--- config.mk ---
export PLATFORM = sky130hd
export DESIGN_NAME = frame_error_monitor
export DESIGN_NICKNAME = d
export VERILOG_FILES = /design/src/fem_pkg.sv /design/src/frame_error_monitor.sv /design/src/sat_counter.sv
export VERILOG_INCLUDE_DIRS = /design/src
export SDC_FILE = /design/constraint.sdc
export NUM_CORES = 1
export LEC_CHECK = 0
export CAP_MARGIN = 20
export CORE_ASPECT_RATIO = 2
export CORE_MARGIN = 2
export CORE_UTILIZATION = 40
export CTS_CLUSTER_SIZE = 40
export DETAILED_ROUTE_END_ITERATION = 8
export DONT_BUFFER_PORTS = 1
export GPL_ROUTABILITY_DRIVEN = 0
export HOLD_SLACK_MARGIN = 0.03
export SYNTH_ARGS = -nofsm -noshare
export SYNTH_HDL_FRONTEND = slang
export SYNTH_HIERARCHICAL = 1
export SYNTH_SLANG_ARGS = --single-unit
export TNS_END_PERCENT = 1
--- constraint.sdc ---
create_clock -name mclk -period 4.4 [get_ports mclk]
set_clock_uncertainty 0.2 [all_clocks]
set_input_delay 0.22 -clock mclk [delete_from_list [all_inputs] [get_ports mclk]]
set_output_delay 0.22 -clock mclk [all_outputs]
set_load 0.1 [all_outputs]
--- src/fem_map.svh ---
// Constants for the frame error monitor: widths, limits and timing counts
`ifndef FEM_MAP_SVH
`define FEM_MAP_SVH

`define FEM_CNT_W        17
`define FEM_CNT_MAX      17'h1869F
`define FEM_MIN_MINUTES  11'h005
`define FEM_MAX_MINUTES  11'h5A0
`define FEM_MIN_W        11
`define FEM_SEC_PER_MIN  6'h3B
`define FEM_BER_MIN_ERR  17'h0000A
`define FEM_AIS_WIN      12'hC0F
`define FEM_AIS_ZERO_MAX 12'h003

`endif

--- src/fem_pkg.sv ---
// Types shared by the frame error monitor files
package fem_pkg;
    typedef enum logic [1:0] {
        ST_IDLE = 2'b00,
        ST_RUN  = 2'b01,
        ST_DONE = 2'b11
    } meas_state_t;

    typedef enum logic [1:0] {
        STRUCT_NONE = 2'b00,
        STRUCT_12   = 2'b01,
        STRUCT_24   = 2'b10
    } struct_t;
endpackage : fem_pkg

--- src/frame_error_monitor.sv ---
// Frame error monitor: timer, counters, errored seconds, latched alarms
`timescale 1ns/1ps
`include "fem_map.svh"

////////////////////////////////////////////////////////////////////////////////
module frame_error_monitor #(
    parameter int CW = `FEM_CNT_W,
    parameter int MW = `FEM_MIN_W
) (
    input  wire logic          mclk,
    input  wire logic          rst,
    input  wire logic          sec_tick,
    input  wire logic          sel_24,
    input  wire logic          start,
    input  wire logic          stop,
    input  wire logic          continuous,
    input  wire logic [MW-1:0] duration_min,
    input  wire logic          frm_bit_err,
    input  wire logic          crc_err,
    input  wire logic          frame_lost,
    input  wire logic          mf12_seen,
    input  wire logic          mf24_seen,
    input  wire logic          bit_valid,
    input  wire logic          bit_data,
    input  wire logic          code_viol,
    input  wire logic          far_end_alarm_signal,
    input  wire logic          slot_bit,
    input  wire logic [4:0]    slot_sel,
    input  wire logic [4:0]    slot_now,
    input  wire logic [4:0]    clr_cnt,
    input  wire logic          clr_alarms,
    output logic [CW-1:0]      frm_err_cnt,
    output logic [CW-1:0]      frm_es_cnt,
    output logic [CW-1:0]      crc_err_cnt,
    output logic [CW-1:0]      crc_es_cnt,
    output logic [CW-1:0]      lof_cnt,
    output logic [4:0]         cnt_ovf,
    output logic               running,
    output logic               meas_done,
    output logic               ber_valid,
    output logic [CW-1:0]      ber_errors,
    output logic [CW-1:0]      ber_seconds,
    output logic               lof_ind,
    output logic               lof_latched,
    output logic               ais_latched,
    output logic               far_alarm_latched,
    output logic [1:0]         struct_seen,
    output logic               slot_out,
    output logic               slot_out_valid
);
    ////////////////////////////////////////////////////////////////////////////
    // Measurement timer
    fem_pkg::meas_state_t st_reg, st_next;
    logic [5:0]    sec_reg, sec_next;
    logic [MW-1:0] min_reg, min_next;
    logic [MW-1:0] dur_lim;

    always_comb begin
        if (duration_min < MW'(`FEM_MIN_MINUTES))
            dur_lim = MW'(`FEM_MIN_MINUTES);
        else if (duration_min > MW'(`FEM_MAX_MINUTES))
            dur_lim = MW'(`FEM_MAX_MINUTES);
        else
            dur_lim = duration_min;
    end

    always_comb begin
        st_next  = st_reg;
        sec_next = sec_reg;
        min_next = min_reg;
        case (st_reg)
            fem_pkg::ST_IDLE, fem_pkg::ST_DONE: begin
                if (start) begin
                    st_next  = fem_pkg::ST_RUN;
                    sec_next = '0;
                    min_next = '0;
                end
            end
            fem_pkg::ST_RUN: begin
                if (stop) begin
                    st_next = fem_pkg::ST_DONE;
                end else if (sec_tick && !continuous) begin
                    if (sec_reg == `FEM_SEC_PER_MIN) begin
                        sec_next = '0;
                        min_next = min_reg + MW'(1);
                        if (min_reg + MW'(1) >= dur_lim)
                            st_next = fem_pkg::ST_DONE;
                    end else begin
                        sec_next = sec_reg + 6'h01;
                    end
                end
            end
            default: st_next = fem_pkg::ST_IDLE;
        endcase
    end

    always_ff @(posedge mclk) begin
        if (rst) begin
            st_reg  <= fem_pkg::ST_IDLE;
            sec_reg <= '0;
            min_reg <= '0;
        end else begin
            st_reg  <= st_next;
            sec_reg <= sec_next;
            min_reg <= min_next;
        end
    end

    ////////////////////////////////////////////////////////////////////////////
    // Counting gates and errored-second flags
    logic active;
    logic gate;
    logic lof_prev_reg;
    logic frm_flag_reg, frm_flag_next;
    logic crc_flag_reg, crc_flag_next;
    logic inc_frm_es, inc_crc_es, lof_entry;

    assign active    = (st_reg == fem_pkg::ST_RUN);
    assign gate      = active && !frame_lost;
    assign lof_entry = active && frame_lost && !lof_prev_reg;

    assign inc_frm_es = gate && sec_tick && (frm_flag_reg || frm_bit_err);
    assign inc_crc_es = gate && sec_tick && sel_24
                        && (crc_flag_reg || crc_err);

    always_comb begin
        frm_flag_next = frm_flag_reg;
        crc_flag_next = crc_flag_reg;
        if (sec_tick || !active) begin
            frm_flag_next = 1'b0;
            crc_flag_next = 1'b0;
        end else if (gate) begin
            if (frm_bit_err)
                frm_flag_next = 1'b1;
            if (crc_err && sel_24)
                crc_flag_next = 1'b1;
        end
    end

    always_ff @(posedge mclk) begin
        if (rst) begin
            frm_flag_reg <= 1'b0;
            crc_flag_reg <= 1'b0;
            lof_prev_reg <= 1'b0;
        end else begin
            frm_flag_reg <= frm_flag_next;
            crc_flag_reg <= crc_flag_next;
            lof_prev_reg <= frame_lost;
        end
    end

    ////////////////////////////////////////////////////////////////////////////
    // Count registers
    logic [4:0]    inc_vec;
    logic [CW-1:0] cnt_w [5];
    logic [4:0]    ovf_w;

    assign inc_vec = {lof_entry, inc_crc_es, gate && crc_err && sel_24,
                      inc_frm_es, gate && frm_bit_err};

    for (genvar i = 0; i < 5; i++) begin : g_cnt
        sat_counter #(.W(CW)) u_cnt (
            .mclk     (mclk),
            .rst      (rst),
            .clear    (clr_cnt[i]),
            .inc      (inc_vec[i]),
            .count    (cnt_w[i]),
            .overflow (ovf_w[i])
        );
    end

    ////////////////////////////////////////////////////////////////////////////
    // Error ratio estimate
    logic [CW-1:0] ber_e_reg, ber_e_next;
    logic [CW-1:0] ber_s_reg, ber_s_next;

    always_comb begin
        ber_e_next = ber_e_reg;
        ber_s_next = ber_s_reg;
        if (active && sel_24 && !frame_lost) begin
            if (crc_err && ber_e_reg != CW'(`FEM_CNT_MAX))
                ber_e_next = ber_e_reg + CW'(1);
            if (sec_tick && ber_s_reg != CW'(`FEM_CNT_MAX))
                ber_s_next = ber_s_reg + CW'(1);
        end
        if (start && !active) begin
            ber_e_next = '0;
            ber_s_next = '0;
        end
    end

    ////////////////////////////////////////////////////////////////////////////
    // Alarm detection and latches
    logic [11:0] ais_win_reg, ais_win_next;
    logic [11:0] ais_zero_reg, ais_zero_next;
    logic        ais_lat_next, far_lat_next, lof_lat_next;
    logic        ais_hit;

    always_comb begin
        ais_win_next  = ais_win_reg;
        ais_zero_next = ais_zero_reg;
        ais_hit       = 1'b0;
        if (bit_valid) begin
            if (ais_win_reg == `FEM_AIS_WIN) begin
                ais_hit       = (ais_zero_reg <= `FEM_AIS_ZERO_MAX);
                ais_win_next  = '0;
                ais_zero_next = '0;
            end else begin
                ais_win_next = ais_win_reg + 12'h001;
                if (!bit_data && !code_viol)
                    ais_zero_next = ais_zero_reg + 12'h001;
            end
        end
    end

    always_comb begin
        ais_lat_next = ais_hit || (ais_latched && !clr_alarms);
        far_lat_next = far_end_alarm_signal
                       || (far_alarm_latched && !clr_alarms);
        lof_lat_next = frame_lost || (lof_latched && !clr_alarms);
    end

    ////////////////////////////////////////////////////////////////////////////
    // Output registers
    always_ff @(posedge mclk) begin
        if (rst) begin
            ais_win_reg       <= '0;
            ais_zero_reg      <= '0;
            ber_e_reg         <= '0;
            ber_s_reg         <= '0;
            frm_err_cnt       <= '0;
            frm_es_cnt        <= '0;
            crc_err_cnt       <= '0;
            crc_es_cnt        <= '0;
            lof_cnt           <= '0;
            cnt_ovf           <= '0;
            running           <= 1'b0;
            meas_done         <= 1'b0;
            ber_valid         <= 1'b0;
            ber_errors        <= '0;
            ber_seconds       <= '0;
            lof_ind           <= 1'b0;
            lof_latched       <= 1'b0;
            ais_latched       <= 1'b0;
            far_alarm_latched <= 1'b0;
            struct_seen       <= fem_pkg::STRUCT_NONE;
            slot_out          <= 1'b0;
            slot_out_valid    <= 1'b0;
        end else begin
            ais_win_reg       <= ais_win_next;
            ais_zero_reg      <= ais_zero_next;
            ber_e_reg         <= ber_e_next;
            ber_s_reg         <= ber_s_next;
            frm_err_cnt       <= cnt_w[0];
            frm_es_cnt        <= cnt_w[1];
            crc_err_cnt       <= cnt_w[2];
            crc_es_cnt        <= cnt_w[3];
            lof_cnt           <= cnt_w[4];
            cnt_ovf           <= ovf_w;
            running           <= active;
            meas_done         <= (st_reg == fem_pkg::ST_DONE);
            ber_valid         <= (ber_e_reg >= `FEM_BER_MIN_ERR);
            ber_errors        <= ber_e_reg;
            ber_seconds       <= ber_s_reg;
            lof_ind           <= frame_lost;
            lof_latched       <= lof_lat_next;
            ais_latched       <= ais_lat_next;
            far_alarm_latched <= far_lat_next;
            if (mf24_seen)
                struct_seen <= fem_pkg::STRUCT_24;
            else if (mf12_seen)
                struct_seen <= fem_pkg::STRUCT_12;
            else
                struct_seen <= fem_pkg::STRUCT_NONE;
            slot_out_valid    <= bit_valid && (slot_now == slot_sel);
            if (bit_valid && slot_now == slot_sel)
                slot_out <= slot_bit;
        end
    end
endmodule : frame_error_monitor

--- src/sat_counter.sv ---
// Saturating event counter with overflow flag and its own clear
`timescale 1ns/1ps
`include "fem_map.svh"

module sat_counter #(
    parameter int W = `FEM_CNT_W
) (
    input  wire logic         mclk,
    input  wire logic         rst,
    input  wire logic         clear,
    input  wire logic         inc,
    output logic [W-1:0]      count,
    output logic              overflow
);
    logic [W-1:0] cnt_reg;
    logic [W-1:0] cnt_next;
    logic         ovf_reg;
    logic         ovf_next;

    always_comb begin
        cnt_next = cnt_reg;
        ovf_next = ovf_reg;
        if (clear) begin
            cnt_next = '0;
            ovf_next = 1'b0;
        end else if (inc) begin
            if (cnt_reg == W'(`FEM_CNT_MAX)) begin
                ovf_next = 1'b1;
            end else begin
                cnt_next = cnt_reg + W'(1);
            end
        end
    end

    always_ff @(posedge mclk) begin
        if (rst) begin
            cnt_reg <= '0;
            ovf_reg <= 1'b0;
        end else begin
            cnt_reg <= cnt_next;
            ovf_reg <= ovf_next;
        end
    end

    assign count    = cnt_reg;
    assign overflow = ovf_reg;
endmodule : sat_counter
After elaboration in Yosys (flattened, before gate mapping)
Index checks and enable logic that the tools add are counted.
- bits in registers: 304
- equal/unequal tests: 19
- order comparisons: 5
- muxes and demuxes: 25
- add/subtract/negate cells: 11
- reductions and logical operators: 65
- bitwise operators: 5
- operator list (cell ; count):
    $add 17x1->17 const B ; 7
    $eq 17x17->1 const B ; 5
    $mux 11 ; 6
    $mux 12 ; 3
    $ne 17x17->1 const B ; 2
    $reduce_and 2->1 ; 15
    $add 12x1->12 const B ; 2
    $mux 6 ; 4
    $logic_and 1x1->1 ; 22
    $pmux 11 s2 ; 1
    $reduce_or 2->1 ; 9
    $ge 17x4->1 const B ; 1
    $eq 12x12->1 const B ; 1
    $le 12x2->1 const B ; 1
    $mux 2 ; 6
    $pmux 6 s2 ; 1
    $add 11x1->11 const B ; 1
    $ge 11x11->1 ; 1
    $gt 11x11->1 const B ; 1
    $lt 11x3->1 const B ; 1
    $ne 3x2->1 const B ; 3
    $reduce_and 4->1 ; 2
    $logic_not 1->1 ; 7
    $add 6x1->6 const B ; 1
    other kinds (13) ; 27

Longest topological paths before layout
Gate-level depths: netlist (run 1).
- depth in word-level cells: 9
- depth in mapped cells: 11

Modules after synthesis
Netlist (run 1), hierarchy kept.
- by module, submodules not included (module ; seq. area each (um^2) ; cells each ; area each (um^2) ; instances):
    frame_error_monitor ; 4284.1 ; 810 ; 7965.1 ; 1
    sat_counter ; 360.3 ; 110 ; 955.9 ; 5

Least setup slack after synthesis (run 1)
No wires, ideal clock.
- path kind: input to register
- start point: in duration_min[4]
- end point: reg st_reg[0]
- buffers on the path: 0
- required time: 4079 ps
- stages on the path: 11
- path slack: 1664 ps
- library setup time: 121 ps
- data arrival time: 2415 ps
- path through: or4_1 -> o21ai_0 -> a21oi_1 -> o21ai_1 -> a21o_1 -> ha_1 -> nand2b_1 -> nand3_1 -> a211oi_1 -> o31a_1 -> mux2_2
- cells in the longest elaborated chain, start to end: 6
- elaborated cells between the ends (all ways): 7
- those cells by class: order compare (3); eq/ne (1); mux (2); reduce/logical (1)
- ends and longest elaborated chain (element ; RTL line ; text):
    start: declaration ; frame_error_monitor.sv:17 ; input wire logic [MW-1:0] duration_min,
    $gt 11x11->1 ; frame_error_monitor.sv:61 ; else if (duration_min > MW'(`FEM_MAX_MINUTES))
    $mux 11 ; frame_error_monitor.sv:61 ;
    $mux 11 (*) ; frame_error_monitor.sv:59 ; if (duration_min < MW'(`FEM_MIN_MINUTES))
    $ge 11x11->1 (*) ; frame_error_monitor.sv:86 ; if (min_reg + MW'(1) >= dur_lim)
    $ne 3x2->1 (no source line) (*) ; -- ;
    $reduce_and 4->1 (no source line) (*) ; -- ;
    end signal: assignment ; frame_error_monitor.sv:99 ; st_reg <= fem_pkg::ST_IDLE;
    end signal: assignment ; frame_error_monitor.sv:103 ; st_reg <= st_next;
    end: declaration ; frame_error_monitor.sv:53 ; fem_pkg::meas_state_t st_reg, st_next;
Mark *: on every way between the ends. The rest lies on a longest branch, timed or not.
A chain may end at the register's enable or synchronous reset.

Worst setup path after layout (run 1)
- start point: reg st_reg[1]
- end point: reg g_cnt[3].u_cnt.cnt_reg[16]
- cells in the longest elaborated chain, start to end: 6
- ends and longest elaborated chain (element ; RTL line ; text):
    $eq 2x1->1 ; frame_error_monitor.sv:118 ; assign active = (st_reg == fem_pkg::ST_RUN);
    via active ; frame_error_monitor.sv:111 ; logic active;
    $logic_and 1x1->1 ; frame_error_monitor.sv:119 ; assign gate = active && !frame_lost;
    $logic_and 1x1->1 (2 in a row) ; frame_error_monitor.sv:123 ; assign inc_crc_es = gate && sec_tick && sel_24
    $logic_and 1x1->1 ; frame_error_monitor.sv:124 ; && (crc_flag_reg || crc_err);
    via inc_crc_es ; frame_error_monitor.sv:116 ; logic inc_frm_es, inc_crc_es, lof_entry;
    $reduce_and 2->1 (no source line) ; -- ;
    end signal: assignment ; sat_counter.sv:40 ; cnt_reg <= cnt_next;
    end: declaration ; sat_counter.sv:15 ; logic [W-1:0] cnt_reg;
The timed path passes the listed nets, and every way through them passes these cells.

==> results of run 1 <==
## worst reg2reg max path: cells and delay by family, from the launching register on
family | cells | cell delay (ns)
AND/OR/NAND/NOR | 5 | 1.71
buffers and inverters | 1 | 0.06
AO/OA/AOI/OAI | 2 | 0.36
flip-flops | 1 | 0.34
adder cells (fa/ha/maj) | 1 | 0.44
## logic make-up (layout without fill, tap and decap cells)
kind of cell,count (synthesis),after routing,synth area share (%)
and+or+nand+nor,669,669,30.8
DFF,304,304,47.8
AOI/OAI and AO/OA,175,175,8.88
xor gates and xnor gates,100,100,6.87
buffers and inverters,77,119,2.38
adders and majority gates,26,26,2.55
muxes,9,9,0.717
## layout by cell type (no fill, tap or decap), types with 29 or more instances in the layout
cell       Yosys  routed
a21oi_1       45      45
xnor2_1       76      76
o21ai_0       44      44
clkbuf_16      0      29
dfxtp_1      304     304
nand4_1       42      42
nand3_1       53      53
inv_1         39      39
nor2b_1      129     129
nor3_1        38      38
and3_1        35      35
nor2_1       139     139
nand2_1       87      87
## layout make-up
type	count	area (um^2)	share of cell area, %
Tap cell	423	529	3.65
Inverter	39	146	1.01
Timing Repair Buffer	30	335	2.31
Multi-Input combinational cell	979	6360	43.8
Clock buffer	35	768	5.30
Clock inverter	15	285	1.97
Sequential cell	304	6090	42.0
## power breakdown
part | switching, uW | internal, uW
sequential | 83.6 | 2780
combinational | 264 | 140
clock | 1050 | 1710
total | 1400 | 4620
## layer usage
metal	part of all wire, %	global-route usage [%]
met1	37	18.8
met2	54	34.1
met3	5.4	3.98
met5	0	0
met4	3.5	7.02
## what timing repair did
| action | in CTS | in global routing |
|---|---|---|
| hold buffers | 29 | 0 |
| hold endpoints to repair | 290 | 0 |
| resized for setup | 0 | 0 |
## through the flow
stage               util, %  hold WS, ns  power (uW)  instance area (um^2)  worst slack (ns)
finish                 46.2       0.0889        6020                 14500              1.19
global route           46.2       0.0799        6270                 14500             0.913
detailed placement     41.8       0.0995        3280                 13100              1.19
floorplan                 -       0.0958        3200                 12700              1.66
CTS                    46.2       0.0612        6120                 14500              1.18
global placement       41.7       0.0986        3260                 13100              1.28
## worst paths after layout
kind                                                              end  cells after the start  slack [ns]
worst max-delay path            g_cnt[3].u_cnt/count[16]$_SDFFE_PP0P_                      9        1.19
worst min-delay path                     ais_zero_reg[6]$_SDFFE_PP0P_                      2        0.09
worst min register to register   g_cnt[3].u_cnt/overflow$_SDFFE_PP0P_                      2        0.25
worst max register to register  g_cnt[3].u_cnt/count[16]$_SDFFE_PP0P_                      9        1.19
==> impl_results.md, run 1 <==
- Synthesized cell area: around 13000 um^2
- CP startpoint kind: register
- Max VDD drop: approximately 0.25 mV
- Count of pins over their slew limit: 0
- Total global routing overflow: 0
- # diodes: 0
- CTS Sinks: slightly above 300
- DRT iter0 DRCs: ~330
- Synth area leader: dfxtp_1
- Core area: 31400 um^2
- DP HPWL: about 21000 um
- Synth Register Bits: around 300
- Largest register FFs: 85
- Max_slew headroom: roughly 28%
- Initial Util: between 40 and 50%
- DIE HEIGHT: 256 um
- Most frequent cells after synthesis: 304 x dfxtp_1, 139 x nor2_1, 129 x nor2b_1
- H-tree levels: 1
- First-pass GRT wire length: approximately 49000 um
- Die ar.: 33400 um^2
- Hold crit path type: in2reg
- Final ANT Viol Nets: 0
- CP max stage cell: nor2_1
- Crit path kind: reg2reg
- Placed cells: ~1700
- Period minus WS final: ~3.2 ns
- CTS Buf Count: 28
- Post-CTS Setup Repair Bufs: 0
- Post-synthesis sequential area ratio: around 48%
- CP bufs+invs: 1
- Top cell type's share of synthesized area: 47.8%
- Clk root buf: clkbuf_16
- Die width: 130 um
- Share of cells above drive strength 1: under 10%
- Final nets: 1452
- Number of I/O pins: approximately 180
- DR pass1 iterations: 4
- Status: complete, no violations
- Tightest Pin Transition: ~1.1 ns
- Final period util: 73.0%
- CP Launch Point: st_reg[1]$_SDFFE_PP0P_
- Most common cell in the netlist: dfxtp_1
- Vias per cell: 5.34
- Netlist cell types: 63
- Asr flop ratio synth: 0%
- CP top delay family: simple AND/OR/NAND/NOR gates
- Area Overhead vs Synth: 13.8%
- Synth Instances: between 1000 and 1500
- WP data arrival: between 3 and 4 ns
- Pwr dens: 415 nW/um^2
- Predominant post-synthesis flop cell: dfxtp_1
- RSZ-0062 raised after global routing: false
- Max FO, Critical Path: 15
- Syn avg cell area: 9.37 um^2
- Clock Pin Slew Worst Setup and Hold Paths: 0.07 ns
- Fin cells: 1825
- Worst path cell trace: inv_1 -> ha_1 -> and2b_1 -> nand3_1 -> nor2_1 -> nand4_1 -> nor4_4 -> a31oi_1 -> a41o_1
- Fillers: ~3000
- Initial antenna violation count: 0
- EDFF count, synth: 0
- Routed WL: 30400 um
- Fmax: around 310 MHz
- Port Buffers: 0
- Clock Latency Late Sink: approximately 0.55 ns
- Worst r2r src: st_reg[1]$_SDFFE_PP0P_
- GRT Overall Usage: 18.0%
- CTS max path bufs: 3
- YS warnings: 6
- Max cap viols: 0
- DRC errors left: 0
- Final setup vio count: 0
- Vias in the first global route: between 9000 and 10000
- Site Rows: 92
- CP Capture Type: register
- Routed len/inst: 16.7 um
- Top post-synthesis cells by area: dfxtp_1 48%, nor2b_1 6.3%, xnor2_1 5.2%, nor2_1 4.1%, nand2_1 2.6%
- Largest net degree at the start of global routing: around 160
- CTS tree: done
- Crit path required time: about 4.6 ns
- Vias: 9746
- Synthesized Nets: roughly 1400
- Final Hold Fails: 0
- Leakage: about 0.0054 uW
- Hold Path Origin: bit_valid
- CP max stage delay: roughly 0.57 ns
- Setup TNS: 0 ns
Note: power is estimated with default switching activity, not from simulation.
==> inputs of run 2 (changes only) <==
==> constraint.sdc (replaced) <==
create_clock -name mclk -period 2.69 [get_ports mclk]
set_clock_uncertainty 0.2 [all_clocks]
set_input_delay 0.1345 -clock mclk [delete_from_list [all_inputs] [get_ports mclk]]
set_output_delay 0.1345 -clock mclk [all_outputs]
set_load 0.1 [all_outputs]
==> run 2 against run 1 <==
The run now ends with hold timing, setup timing left. Highest routed layer unchanged. Critical endpoint is now crc_flag_reg$_SDFFE_PP0P_. Register-to-register slack worse by 1.2 ns. Via count increased by 7.8%. Die area did not move. Routed wire length is 8.4% higher.
==> impl_results.md, run 2 (synthesis gave the netlist of run 1 again) <==
- Status: finished with violations
- Failing checks: hold timing, setup timing
- Share of cells above drive strength 1: 10.5% (+2.1 points)
- Pint: 7310 uW (+58%)
- H-tree levels: 1 (unchanged)
- Die ar.: 33400 um^2 (unchanged)
- Max FO, Critical Path: 14 (-1)
- Placed cells: 1784 (+2.2%)
- Area Overhead vs Synth: 27.9%
- Most common cell after layout, fill and taps aside: dfxtp_1
- Pwr dens: 592 nW/um^2 (+43%)
- Routed WL: 33000 um (+8.4%)
- DRT iter0 DRCs: 406 (+25%)
- Initial Util: 40.6% (unchanged)
- CTS Sinks: 304 (unchanged)
- Clock Latency Late Sink: 0.55 ns (about the same)
- Final worst slack: -0.0125 ns (-1.20 ns)
- DIE HEIGHT: 256 um (unchanged)
- Psw: 2340 uW (+67%)
- WP data arrival: 2.94 ns (-0.51 ns)
- Most frequent cells in the layout: 303 x dfxtp_1, 183 x dlygate4sd3_1, 138 x nor2_1
- Fillers: 2855 (-5.1%)
- Crit path required time: 2.92 ns (-1.71 ns)
- Leakage: 0.00657 uW (+22%)
- CP Capture Type: register
- DP HPWL: 21100 um (+0.30%)
- # diodes: 0 (unchanged)
- Site Rows: 92 (unchanged)
- Initial antenna violation count: 0 (unchanged)
- First-pass GRT wire length: 53400 um (+8.4%)
- Port Buffers: 0 (unchanged)
- Crit path kind: reg2reg
- Fin cells: 2017 (+11%)
- Vias: 10500 (+7.8%)
- Largest register FFs: 85 (unchanged)
- Final setup vio count: 1 (+1)
- Die width: 130 um (unchanged)
- DR pass1 iterations: 4 (unchanged)
- R2R setup slack: -0.01 ns (-1.20 ns)
- Register area: 6090 um^2 (about the same)
- CP startpoint kind: register
- Total global routing overflow: 0 (unchanged)
- Final nets: 1645 (+13%)
- Fin Hold WS: -0.0232 ns (-0.112 ns)
- Routed len/inst: 16.3 um (-1.9%)
- Area of the multi-input gates: 6410 um^2 (+0.87%)
- Flop pwr share: 48.3% (+0.8 points)
- CTS max path bufs: 3 (unchanged)
- CTS Buf Count: 28 (unchanged)
- Vias per cell: 5.21 (-2.4%)
- Vias in the first global route: 10700 (+10%)
- Largest net degree at the start of global routing: 135 (-14%)
- Comb pwr share: 8.5% (+1.8 points)
- DRC errors left: 0 (unchanged)
- GRT Overall Usage: 19.5% (+1.5 points)
- Clock Pin Slew Worst Setup and Hold Paths: 0.07 ns (about the same)
- Max_slew headroom: 31.5% (+3.6 points)
- Clk network pwr share: 43.3% (-2.5 points)
- Dpl ws: -0.0692 ns (-1.26 ns)
- Number of I/O pins: 179 (unchanged)
- Net Sw Frac: 24.3% (+1.0 points)
- Count of pins over their slew limit: 0 (unchanged)
- Hold crit path type: in2reg
- Worst r2r src: st_reg[1]$_SDFFE_PP0P_
- Clk root buf: clkbuf_16
- Final Power: 9650 uW (+60%)
- Core area: 31400 um^2 (unchanged)
- Period minus WS final: 2.70 ns (-0.511 ns)
- Final period util: 100% (+27 points)
- Final Hold Fails: 1 (+1)
- Tightest Pin Transition: 1.03 ns (-0.0540 ns)
- RSZ-0062 raised after global routing: true
- FF-to-FF End: crc_flag_reg$_SDFFE_PP0P_
- CP Launch Point: st_reg[1]$_SDFFE_PP0P_
- Max VDD drop: 0.426 mV (+70%)
- Worst setup endpoint: crc_flag_reg$_SDFFE_PP0P_
- Max cap viols: 0 (unchanged)
- Fmax: 370 MHz (+19%)
- Final ANT Viol Nets: 0 (unchanged)
- CTS tree: done
- R2R cell count: 8 (-1)
[run 2: changes by cell type in the layout (fill, tap and decap cells not counted), moves of 2 or more]
cell	delta
clkbuf_8	+5
nand3_1	-2
and3_1	-2
buf_4	+39
and3_4	+2
bufinv_16	-5
nand3_2	+2
dlygate4sd3_1	+155
a211oi_1	-2
[run 2: worst min path at each step]
stage                           from                        end  slack, ns  depth (start not counted)
after global placement     mf24_seen  struct_seen[0]$_SDFF_PP0_       0.01                          1
after floorplan            mf24_seen  struct_seen[0]$_SDFF_PP0_       0.01                          1
after detailed placement   mf24_seen  struct_seen[0]$_SDFF_PP0_       0.01                          1
final                     frame_lost  ber_s_reg[1]$_SDFFE_PP0P_      -0.02                          5
after CTS                   slot_bit      slot_out$_SDFFE_PP0P_       0.04                          3
after global routing      frame_lost  ber_s_reg[1]$_SDFFE_PP0P_       0.03                          5
[run 2: cell type report]
| class | count | share of cell area [%] |
|---|---|---|
| multi-input cells | 979 | 39.3 |
| flip-flops and latches | 304 | 37.4 |
| well taps | 423 | 3.25 |
| clock buffers | 39 | 5.11 |
| repair buffers | 223 | 13.2 |
| inverters | 39 | 0.921 |
| clock inverters | 10 | 0.814 |
[run 2: stage by stage]
step | util, % | area [um^2] | setup TNS, ns
floorplan | - | 12700 | 0
global placement | 42.7 | 13400 | 0
detailed placement | 42.7 | 13400 | -0.0692
CTS | 51.7 | 16300 | 0
global route | 51.9 | 16300 | -0.115
finish | 51.9 | 16300 | -0.0125
[run 2: repair_timing]
| item | CTS | global route |
|---|---|---|
| setup buffers | 0 | 0 |
| endpoints found under the setup margin | 1 | 16 |
| pin swaps | 1 | 5 |
| hold buffers | 184 | 0 |
| gates resized for setup | 3 | 10 |
| hold endpoints to repair | 284 | 0 |
[run 2: layer usage]
metal	track usage (%)	wire [um]	vias to the layer above
li1	-	-	5193
met1	20.4	12500	5035
met2	37.7	18100	215
met3	3.55	1470	66
met4	6.84	917	0
met5	0	0	-
[run 2: power groups by stage]
stage | logic, uW | clock network, uW | registers [uW]
2_1_floorplan | 468 | 0 | 4770
3_3_place_gp | 632 | 0 | 4760
3_5_place_dp | 643 | 0 | 4760
4_1_cts | 790 | 4320 | 4660
5_1_grt | 893 | 4450 | 4660
6_report | 815 | 4180 | 4660
[run 2: worst max-delay path, cell delays in order (launching register included)]
cell and delay [ns]:
dfxtp_1 0.39, inv_1 0.06, ha_1 0.19, buf_4 0.19, nand2b_1 0.09, buf_4 0.13, dlygate4sd3_1 0.68, nor3_1 0.08
dlygate4sd3_1 0.57
